File: config.mk
export PLATFORM = sky130hd
export DESIGN_NAME = fsr_host_flat
export DESIGN_NICKNAME = d
export VERILOG_FILES = /design/src/fsr_pkg.sv /design/src/fsr_link_if.sv /design/src/fsr_host.sv /design/src/flat_wrapper.sv
export SDC_FILE = /design/constraint.sdc
export NUM_CORES = 1
export LEC_CHECK = 0
export BUFFER_PORTS_ARGS = -buffer_cell sky130_fd_sc_hd__buf_4
export CAP_MARGIN = 20
export CORE_MARGIN = 10
export CORE_UTILIZATION = 58
export CTS_BUF_LIST = sky130_fd_sc_hd__clkbuf_8
export DETAILED_ROUTE_END_ITERATION = 16
export PLACE_DENSITY = 0.87
export SYNTH_ARGS = -nofsm -noshare
export SYNTH_HDL_FRONTEND = slang
export SYNTH_SLANG_ARGS = --single-unit
export TNS_END_PERCENT = 10
File: constraint.sdc
create_clock -name clock -period 3.5 [get_ports clock]
set_input_delay 0.7 -clock clock [delete_from_list [all_inputs] [get_ports clock]]
set_output_delay 0.7 -clock clock [all_outputs]
set_load 0.005 [all_outputs]
File: src/fsr_pkg.sv
// Shared constants, types and checksum function of the flow sensor link.
package fsr_pkg;
   // Clock rate and soft reset time.
   localparam int CLK_KHZ = 200000;
   localparam int RESET_MAX_MS = 25;
   localparam int RESET_CYC = RESET_MAX_MS * CLK_KHZ;
   // Header and command codes.
   localparam logic [7:0] GC_HDR = 8'h00;
   localparam logic [7:0] CMD_SOFT_RESET = 8'h06;
   localparam logic [15:0] CMD_ID_FIRST = 16'h367c;
   localparam logic [15:0] CMD_ID_SECOND = 16'he102;
   // Checksum definition.
   localparam logic [7:0] CRC_POLY = 8'h31;
   localparam logic [7:0] CRC_INIT = 8'hff;
   localparam logic [7:0] CRC_XOR = 8'h00;
   // Readout shapes.
   localparam int ID_WORDS = 6;
   localparam int RES_WORDS = 3;
   localparam logic [1:0] CRC_PHASE = 2'h2;
   localparam int FLOW_MAX = 32500;
   // Scale factors and the milli-unit multipliers derived from them.
   localparam int FLOW_SCALE = 500;
   localparam int TEMP_SCALE = 200;
   localparam int DT_SCALE = 1000;
   localparam int OUT_MILLI = 1000;
   localparam int FLOW_MUL = OUT_MILLI / FLOW_SCALE;
   localparam int TEMP_MUL = OUT_MILLI / TEMP_SCALE;
   localparam int DT_MUL = OUT_MILLI / DT_SCALE;
   // Host script step numbers.
   localparam logic [4:0] RST_STOP = 5'h02;
   localparam logic [4:0] ID_RD_LAST = 5'h1a;
   localparam logic [4:0] ID_STOP = 5'h1b;
   localparam logic [4:0] RES_RD_LAST = 5'h09;
   localparam logic [4:0] RES_STOP = 5'h0a;
   // Link events, device modes and host operations.
   typedef enum logic [1:0] {K_HDR, K_WR, K_RD, K_STOP} fsr_kind_t;
   typedef enum logic [2:0] {M_IDLE, M_GC, M_WRITE, M_ID, M_RES} fsr_mode_t;
   typedef enum logic [1:0] {OP_RESET, OP_READ_ID, OP_READ_RES} fsr_op_t;

   // Checksum over one 16-bit word, MSB first, no reflection.
   function automatic logic [7:0] fsr_crc8(input logic [15:0] word);
      logic [7:0] crc;
      crc = CRC_INIT;
      for (int i = 15; i >= 0; i--)
      begin
         if (crc[7] ^ word[i])
         begin
            crc = {crc[6:0], 1'b0} ^ CRC_POLY;
         end
         else
         begin
            crc = {crc[6:0], 1'b0};
         end
      end
      return crc ^ CRC_XOR;
   endfunction : fsr_crc8
endpackage : fsr_pkg

File: src/fsr_link_if.sv
// Byte-level bus link between the sensor device end and the host end.
interface fsr_link_if (
   input wire logic clock,
   input wire logic reset_n
);
   // Host events: header, written byte, read byte request or stop.
   logic cmd_valid;
   fsr_pkg::fsr_kind_t cmd_kind;
   logic [7:0] cmd_byte;
   logic cmd_more;
   // Device answer to each event, one cycle later.
   logic rsp_valid;
   logic rsp_ack;
   logic [7:0] rsp_byte;

   modport dev (input cmd_valid, input cmd_kind, input cmd_byte, input cmd_more,
                output rsp_valid, output rsp_ack, output rsp_byte);
   modport host (output cmd_valid, output cmd_kind, output cmd_byte, output cmd_more,
                 input rsp_valid, input rsp_ack, input rsp_byte);
endinterface : fsr_link_if

File: src/fsr_host.sv
// Flow sensor host end: issues reset, identification and result reads.
module fsr_host #(
   parameter logic [6:0] DEV_ADDR = 7'h08,
   parameter logic [23:0] EXPECT_BASE = 24'h00_0100 // Arbitrary value.
) (
   input wire logic clock,
   input wire logic reset_n,
   fsr_link_if.host link,
   input wire logic op_valid,
   input fsr_pkg::fsr_op_t op_kind,
   output logic op_ready,
   output logic done,
   output logic nack_err,
   output logic crc_err,
   output logic [31:0] product,
   output logic [7:0] revision,
   output logic product_match,
   output logic [63:0] serial,
   output logic signed [31:0] flow_ul_min,
   output logic signed [31:0] temp_mdeg,
   output logic signed [31:0] dtemp_mdeg
);
   import fsr_pkg::*;

   typedef enum logic [1:0] {H_IDLE, H_ISSUE, H_WAIT} fsr_hstate_t;
   fsr_hstate_t st_reg, st_next;
   fsr_op_t op_reg, op_next;
   logic [4:0] step_reg, step_next;
   logic cv_reg, cv_next;
   fsr_kind_t kind_reg, kind_next;
   logic [7:0] cb_reg, cb_next;
   logic more_reg, more_next;
   logic [1:0] ph_reg, ph_next;
   logic [15:0] word_reg, word_next;
   logic [95:0] buf_reg, buf_next;
   logic done_reg, done_next;
   logic rdy_reg, rdy_next;
   logic nack_reg, nack_next;
   logic crc_reg, crc_next;
   logic [31:0] prod_reg, prod_next;
   logic match_reg, match_next;
   logic [63:0] ser_reg, ser_next;
   logic signed [31:0] flow_reg, flow_next, temp_reg, temp_next, dt_reg, dt_next;
   fsr_kind_t s_kind;
   logic [7:0] s_byte;
   logic s_more;
   logic [4:0] s_stop;

   // Script of link events for each operation and step.
   always_comb
   begin
      s_kind = K_STOP;
      s_byte = 8'h00;
      s_more = 1'b0;
      s_stop = RST_STOP;
      case (op_reg)
         OP_RESET:
         begin
            if (step_reg == 5'h00)
            begin
               s_kind = K_HDR;
               s_byte = GC_HDR;
            end
            else if (step_reg == 5'h01)
            begin
               s_kind = K_WR;
               s_byte = CMD_SOFT_RESET;
            end
         end
         OP_READ_ID:
         begin
            s_stop = ID_STOP;
            case (step_reg)
               5'h00, 5'h04: s_kind = K_HDR;
               5'h01: s_kind = K_WR;
               5'h02: s_kind = K_WR;
               5'h05: s_kind = K_WR;
               5'h06: s_kind = K_WR;
               5'h08: s_kind = K_HDR;
               default: s_kind = (step_reg > 5'h08 && step_reg <= ID_RD_LAST) ? K_RD : K_STOP;
            endcase
            case (step_reg)
               5'h00, 5'h04: s_byte = {DEV_ADDR, 1'b0};
               5'h01: s_byte = CMD_ID_FIRST[15:8];
               5'h02: s_byte = CMD_ID_FIRST[7:0];
               5'h05: s_byte = CMD_ID_SECOND[15:8];
               5'h06: s_byte = CMD_ID_SECOND[7:0];
               5'h08: s_byte = {DEV_ADDR, 1'b1};
               default: s_byte = 8'h00;
            endcase
            s_more = step_reg != ID_RD_LAST;
         end
         default:
         begin
            s_stop = RES_STOP;
            if (step_reg == 5'h00)
            begin
               s_kind = K_HDR;
               s_byte = {DEV_ADDR, 1'b1};
            end
            else if (step_reg <= RES_RD_LAST)
            begin
               s_kind = K_RD;
            end
            s_more = step_reg != RES_RD_LAST;
         end
      endcase
   end

   // Sequencer: issue one event, wait for its answer, gather words.
   always_comb
   begin
      st_next = st_reg;
      op_next = op_reg;
      step_next = step_reg;
      cv_next = 1'b0;
      kind_next = kind_reg;
      cb_next = cb_reg;
      more_next = more_reg;
      ph_next = ph_reg;
      word_next = word_reg;
      buf_next = buf_reg;
      done_next = 1'b0;
      nack_next = nack_reg;
      crc_next = crc_reg;
      prod_next = prod_reg;
      match_next = match_reg;
      ser_next = ser_reg;
      flow_next = flow_reg;
      temp_next = temp_reg;
      dt_next = dt_reg;
      case (st_reg)
         H_IDLE:
         begin
            if (op_valid)
            begin
               op_next = op_kind;
               step_next = 5'h00;
               ph_next = 2'h0;
               nack_next = 1'b0;
               crc_next = 1'b0;
               st_next = H_ISSUE;
            end
         end
         H_ISSUE:
         begin
            cv_next = 1'b1;
            kind_next = s_kind;
            cb_next = s_byte;
            more_next = s_more;
            st_next = H_WAIT;
         end
         H_WAIT:
         begin
            if (link.rsp_valid)
            begin
               step_next = step_reg + 5'h01;
               st_next = H_ISSUE;
               if (kind_reg == K_HDR && !link.rsp_ack)
               begin
                  nack_next = 1'b1;
                  step_next = s_stop;
               end
               if (kind_reg == K_RD)
               begin
                  ph_next = ph_reg == CRC_PHASE ? 2'h0 : ph_reg + 2'h1;
                  if (ph_reg != CRC_PHASE)
                  begin
                     word_next = {word_reg[7:0], link.rsp_byte};
                  end
                  else
                  begin
                     buf_next = {buf_reg[79:0], word_reg};
                     if (fsr_crc8(word_reg) != link.rsp_byte)
                     begin
                        crc_next = 1'b1;
                     end
                  end
               end
               if (step_reg == s_stop)
               begin
                  st_next = H_IDLE;
                  done_next = 1'b1;
                  if (op_reg == OP_READ_ID && !nack_reg)
                  begin
                     prod_next = buf_reg[95:64];
                     match_next = buf_reg[95:72] == EXPECT_BASE;
                     ser_next = buf_reg[63:0];
                  end
                  if (op_reg == OP_READ_RES && !nack_reg)
                  begin
                     flow_next = 32'(int'($signed(buf_reg[47:32])) * FLOW_MUL);
                     temp_next = 32'(int'($signed(buf_reg[31:16])) * TEMP_MUL);
                     dt_next = 32'(int'($signed(buf_reg[15:0])) * DT_MUL);
                  end
               end
            end
         end
         default: st_next = H_IDLE;
      endcase
      // Ready is registered so that the output comes straight from a flip-flop.
      rdy_next = st_next == H_IDLE ? 1'b1 : 1'b0;
   end

   // Registers the sequencer and the results.
   always_ff @(posedge clock or negedge reset_n)
   begin
      if (!reset_n)
      begin
         st_reg <= H_IDLE;
         op_reg <= OP_RESET;
         step_reg <= 5'h00;
         cv_reg <= 1'b0;
         kind_reg <= K_STOP;
         cb_reg <= 8'h00;
         more_reg <= 1'b0;
         ph_reg <= 2'h0;
         word_reg <= 16'h0000;
         buf_reg <= 96'h0;
         done_reg <= 1'b0;
         rdy_reg <= 1'b1;
         nack_reg <= 1'b0;
         crc_reg <= 1'b0;
         prod_reg <= 32'h0000_0000;
         match_reg <= 1'b0;
         ser_reg <= 64'h0000_0000_0000_0000;
         flow_reg <= 32'sh0000_0000;
         temp_reg <= 32'sh0000_0000;
         dt_reg <= 32'sh0000_0000;
      end
      else
      begin
         st_reg <= st_next;
         op_reg <= op_next;
         step_reg <= step_next;
         cv_reg <= cv_next;
         kind_reg <= kind_next;
         cb_reg <= cb_next;
         more_reg <= more_next;
         ph_reg <= ph_next;
         word_reg <= word_next;
         buf_reg <= buf_next;
         done_reg <= done_next;
         rdy_reg <= rdy_next;
         nack_reg <= nack_next;
         crc_reg <= crc_next;
         prod_reg <= prod_next;
         match_reg <= match_next;
         ser_reg <= ser_next;
         flow_reg <= flow_next;
         temp_reg <= temp_next;
         dt_reg <= dt_next;
      end
   end

   // Outputs straight from flip-flops.
   assign link.cmd_valid = cv_reg;
   assign link.cmd_kind = kind_reg;
   assign link.cmd_byte = cb_reg;
   assign link.cmd_more = more_reg;
   assign op_ready = rdy_reg;
   assign done = done_reg;
   assign nack_err = nack_reg;
   assign crc_err = crc_reg;
   assign product = prod_reg;
   assign revision = prod_reg[7:0];
   assign product_match = match_reg;
   assign serial = ser_reg;
   assign flow_ul_min = flow_reg;
   assign temp_mdeg = temp_reg;
   assign dtemp_mdeg = dt_reg;
endmodule : fsr_host

File: src/flat_wrapper.sv
// flat-port wrapper written by rule: the top's interface ports become plain ports
module fsr_host_flat import fsr_pkg::*;
#(
   parameter logic [6:0] DEV_ADDR = 7'h08,
   parameter logic [23:0] EXPECT_BASE = 24'h00_0100                    
)
  (clock, reset_n, op_valid, op_kind, op_ready, done, nack_err, crc_err, product, revision, product_match, serial, flow_ul_min, temp_mdeg, dtemp_mdeg, link_cmd_valid, link_cmd_kind, link_cmd_byte, link_cmd_more, link_rsp_valid, link_rsp_ack, link_rsp_byte);
  fsr_link_if link_i (.clock(clock), .reset_n(reset_n));
  input wire logic clock;
  input wire logic reset_n;
  input wire logic op_valid;
  input fsr_pkg::fsr_op_t op_kind;
  output logic op_ready;
  output logic done;
  output logic nack_err;
  output logic crc_err;
  output logic [31:0] product;
  output logic [7:0] revision;
  output logic product_match;
  output logic [63:0] serial;
  output logic signed [31:0] flow_ul_min;
  output logic signed [31:0] temp_mdeg;
  output logic signed [31:0] dtemp_mdeg;
  output wire logic [$bits(link_i.cmd_valid)-1:0] link_cmd_valid;
  output wire logic [$bits(link_i.cmd_kind)-1:0] link_cmd_kind;
  output wire logic [$bits(link_i.cmd_byte)-1:0] link_cmd_byte;
  output wire logic [$bits(link_i.cmd_more)-1:0] link_cmd_more;
  input wire logic [$bits(link_i.rsp_valid)-1:0] link_rsp_valid;
  input wire logic [$bits(link_i.rsp_ack)-1:0] link_rsp_ack;
  input wire logic [$bits(link_i.rsp_byte)-1:0] link_rsp_byte;
  assign link_cmd_valid = link_i.cmd_valid;
  assign link_cmd_kind = link_i.cmd_kind;
  assign link_cmd_byte = link_i.cmd_byte;
  assign link_cmd_more = link_i.cmd_more;
  assign link_i.rsp_valid = link_rsp_valid;
  assign link_i.rsp_ack = link_rsp_ack;
  assign link_i.rsp_byte = link_rsp_byte;
  fsr_host #(.DEV_ADDR(DEV_ADDR), .EXPECT_BASE(EXPECT_BASE)) u_core (.clock(clock), .reset_n(reset_n), .link(link_i), .op_valid(op_valid), .op_kind(op_kind), .op_ready(op_ready), .done(done), .nack_err(nack_err), .crc_err(crc_err), .product(product), .revision(revision), .product_match(product_match), .serial(serial), .flow_ul_min(flow_ul_min), .temp_mdeg(temp_mdeg), .dtemp_mdeg(dtemp_mdeg));
endmodule
# == Yosys cells after proc, flatten, opt, wreduce, memory -nomap -nowiden ==
# Cells that the tools add are included.
# word_totals
register_bits,300
latch_bits,0
mem_bits_rw,0
mem_bits_ro,0
input_bits,15
output_inout_bits,217
word_cells,226
mem_count,0
# op_classes
addsub,2
n_mul,1
n_div,0
n_lt_le_gt_ge,3
eq_ne,24
n_shift,0
mux,121
bitwise_logic,31
reduce_logical,24
# ops
operator,count
$mux W8,65
$mux W6,16
$pmux W8 S6,1
$not A3 Y3,15
$eq A24 B9 Y1 const B,1
$reduce_and A4 Y1,6
$mul A16 B4 Y20 const B,1
$mux W5,4
$pmux W5 S2,2
$mux W2,9
$pmux W8 S2,1
$eq A5 B3 Y1 const B,3
$mux W1,15
$xor A1 B1 Y1,15
$pmux W2 S2,3
$eq A2 B2 Y1 const B,4
$logic_not A2 Y1,4
$ne A2 B2 Y1 const B,4
$ne A8 B8 Y1,1
$ne A2 B1 Y1 const B,3
$pmux W1 S2,3
$pmux W2 S3,1
$reduce_and A6 Y1,1
$add A5 B1 Y5 const B,1
other kinds (22),27

# == Longest topological paths before layout ==
# depth
word_depth,101
ltp_mapped,11
mapped_depth_nobuf,11

# == Worst setup path before layout ==
# Ideal clock, no wire load.
# synth_path
path_kind,register to register
startpoint,reg u_core.buf_reg[17]
endpoint,reg u_core.temp_reg[17] (netlist: u_core.temp_mdeg[17])
setup_ns,0.137
arrival_time_ns,2.817
required_ns,3.363
path_slack_ns,0.546
stages_incl_launch_ff,12
path_buffers,0
synth_period_minus_slack_ns,2.954
cell_sequence,dfrtp_1 ha_1 ha_1 fa_1 a21oi_1 o21bai_1 a2111oi_0 o31ai_1 a31oi_1 o21ai_0 xnor2_1 o21ai_0
# synth_via
elab_chain_len,1
# synth_rtl
element,line_no,text
from (decl),fsr_host.sv:35,"logic [95:0] buf_reg, buf_next;"
from (signal assigned),fsr_host.sv:242,buf_reg <= buf_next;
$mul A16 B4 Y20,fsr_host.sv:193,temp_next = 32'(int'($signed(buf_reg[31:16])) * TEMP_MUL);
to (signal assigned),fsr_host.sv:251,temp_reg <= temp_next;
to (decl),fsr_host.sv:43,"logic signed [31:0] flow_reg, flow_next, temp_reg, temp_next, dt_reg, dt_next;"
# No other way between the ends.
# A chain may end at the register's enable or synchronous reset.

# == Worst setup path in the final report ==
# layout_path
startpoint,reg u_core.buf_reg[19]
endpoint,reg u_core.temp_reg[17] (netlist: u_core.temp_mdeg[17])
# Same word-level chain as after synthesis.

==> impl_results.md <==
- Register Area: 7210 µm²
- Via/cell ratio: 5.57
- Final Hold Viols: 0
- Clock sinks: approximately 290
- # fillers: 1470
- Most frequent cells in the layout: 285 x dfrtp_1, 236 x buf_4, 231 x mux2_2
- Grt total ovfl: 0
- CTS Root Cell: clkbuf_8
- Layout Nets: 1185
- Final setup fails: 0
- CTS tree: done
- Number of CTS-inserted buffers: 45
- Sequential area share after synthesis: 56.1%
- R2r endpoint: u_core.temp_mdeg[17]
- Fraction of registers with async set/reset: 100%
- Status: complete, no violations
- Critical Path Fanout Max: 5
- Synth Instances: about 940
- H-tree levels: 2
- Post-CTS Setup Inserts: 0
- Residual DRC count: 0
- Die area: roughly 29000 µm²
- Die Y: about 170 µm
- Setup TNS: 0 ps
- R2r worst-path depth: 11
- CP Capture Type: flip-flop
- EDFF count, synth: 0
- Syn avg cell area: 13.7 µm²
- P_leak: about 8.3 nW
- HPWL after DPL: 21600 µm
- Gr usage total: 21.0%
- Core box area: about 22000 µm²
- FF+latch count, synth: 288
- Power Density: 584 nW/µm²
- Clock skew: 27.3 ps
- I/O Pins: 232
- WP data required: 3930 ps
- Max Cap Violations: 0
- Worst r2r src: u_core.buf_reg[19]
- Crit path from: u_core.buf_reg[19]
- Fraction of layout instances using a drive strength above 1: approximately 49%
- F_max: 0.320 GHz
- Ant. Diodes: 0
- Antenna-violating nets left: 0
- Clk Latency, worst-skew pair: 560 ps
- Largest net degree at the start of global routing: 100
- Largest register FFs: 96
- Post-Synthesis Cell Area: 12800 µm²
- Design area: between 15000 and 20000 µm²
- R2r setup slk: 380 ps
- Placed Area: between 10000 and 15000 µm²
- PostCTS Resize Cnt: 0
- Area of the multi-input gates: 5060 µm²
- Routed len/inst: between 20 and 25 µm
- Syn_nets: 985
- Via count: 8048
- Worst hold slack: about 160 ps
- RSZ-0062 raised after global routing: false
- Peak VDD IR: around 0.73 mV
- Buffers on Ports: 230
- First-pass GRT wire length: 48300 µm
- Final wirelength: about 30000 µm
- Area delta synth->final: 19.9%
- HP Class: input port to asynchronous set/reset pin
- Final Slew Violations: 0
- Main synth FF type: dfrtp_1
- WP data arrival: 3550 ps
- Vias in the first global route: 8497
- Final worst-path cycle share: 89.2%
- Minimum clock period: 3120 ps
- Routability cong.: 0.865
- Initial DRT Pass Iterations: 4
- Die span in x: about 170 µm
- Initial antenna violation count: 0
- Initial DRC Count: 426
- Startpoint Class: flip-flop
- WS Path Type: flip-flop to flip-flop
- Clock slew at reported path FFs: roughly 60 ps
- Most common cell after layout, fill and taps aside: dfrtp_1
- Worst-Margin Slew: roughly 900 ps
- Cts hold-fix bufs: 0
- Rel. slew slack: 40.0%
- CTS Buffer Depth: 3
- Row count: 54
- Yosys cell types: 57
- Yosys Warn Count: 0
- Initial Util: between 50% and 60%
per-stage QoR:
stage          utilization (%)  std cells  total power, mW  worst slack [ps]
6_report                  70.6       1445             8.99               379
5_1_grt                   70.6       1445             9.52               150
4_1_cts                   70.5       1445             9.05               160
3_5_place_dp              66.6       1368             6.31               192
3_3_place_gp              66.6       1368             6.21               264
2_1_floorplan                -        935             5.72               546
cell usage after synthesis (2+ instances only):
| library cell | count | area, µm² |
|---|---|---|
| o21bai_1 | 4 | 30.0 |
| or3_1 | 4 | 25.0 |
| nor2_1 | 18 | 67.6 |
| mux2_4 | 18 | 270 |
| dfstp_2 | 3 | 78.8 |
| dfrtp_1 | 285 | 7130 |
| nand3_1 | 8 | 40.0 |
| buf_4 | 52 | 390 |
| nor4b_1 | 3 | 26.3 |
| nor4_1 | 5 | 31.3 |
| nand2_1 | 38 | 143 |
| o21a_1 | 3 | 22.5 |
| buf_2 | 16 | 80.1 |
| nand4_1 | 2 | 12.5 |
| o31ai_1 | 7 | 52.6 |
| a31oi_1 | 4 | 25.0 |
| inv_1 | 7 | 26.3 |
| nor3_1 | 10 | 50.1 |
| xnor2_1 | 28 | 245 |
| o21ai_0 | 37 | 185 |
| nor3b_1 | 4 | 30.0 |
| nor2b_1 | 8 | 50.1 |
| buf_6 | 4 | 45.0 |
| xnor2_2 | 4 | 65.1 |
| ha_1 | 34 | 425 |
| a21oi_1 | 22 | 110 |
| clkbuf_1 | 16 | 60.1 |
| mux2i_1 | 2 | 20.0 |
| mux2_2 | 231 | 2600 |
| a22oi_1 | 2 | 15.0 |
| nand2b_1 | 7 | 43.8 |
| xor2_1 | 14 | 123 |
| a211o_1 | 2 | 17.5 |
| a22o_1 | 3 | 26.3 |
| a21o_1 | 7 | 52.6 |
| o31a_1 | 2 | 17.5 |
where the power goes:
part / total, mW / switching (mW) / internal (mW) / leakage [nW]
clock network: 2.71 / 1.27 / 1.44 / 0.503
registers: 3.85 / 0.296 / 3.55 / 3.98
logic: 2.43 / 1.28 / 1.15 / 3.79
worst max-delay path by stage:
stage                                      end  cells past startpoint
after floorplan           u_core.temp_mdeg[17]                     11
after global placement    u_core.temp_mdeg[17]                     11
after detailed placement  u_core.temp_mdeg[17]                     11
after CTS                 u_core.temp_mdeg[17]                     11
after global routing      u_core.temp_mdeg[17]                     11
final                     u_core.temp_mdeg[17]                     11
cell families after synthesis:
kind of cell	share of synthesized area [%]
flip-flops	56.1
multiplexers	22.5
AND/OR/NAND/NOR	4.62
AO/OA/AOI/OAI	5.05
buffers and inverters	4.71
XOR/XNOR	3.50
adder cells (fa/ha/maj)	3.47
other	0.0292
layout make-up:
| cell class | instances | share of cell area, % |
|---|---|---|
| Clock buffer | 56 | 5.00 |
| Multi-Input combinational cell | 551 | 32.8 |
| Inverter | 7 | 0.171 |
| Tap cell | 280 | 2.27 |
| Sequential cell | 288 | 46.8 |
| Timing Repair Buffer | 242 | 12.3 |
| Clock inverter | 21 | 0.626 |
worst max-delay path, cell delays in order (launching register included):
cell,delay (ps)
dfrtp_1,430
ha_1,300
ha_1,230
fa_1,410
a21oi_1,160
o21bai_1,140
a2111oi_2,440
o31ai_1,170
a31oi_1,310
o21ai_0,160
xnor2_1,150
o21ai_0,80
metal layers:
layer / track usage [%] / vias up / routed length [µm]
li1: - / 3666 / -
met1: 26.1 / 4119 / 12400
met2: 35.8 / 213 / 15400
met3: 5.14 / 50 / 2020
met4: 5.79 / 0 / 622
met5: 0 / - / 0
Note: power is estimated with default switching activity, not from simulation.
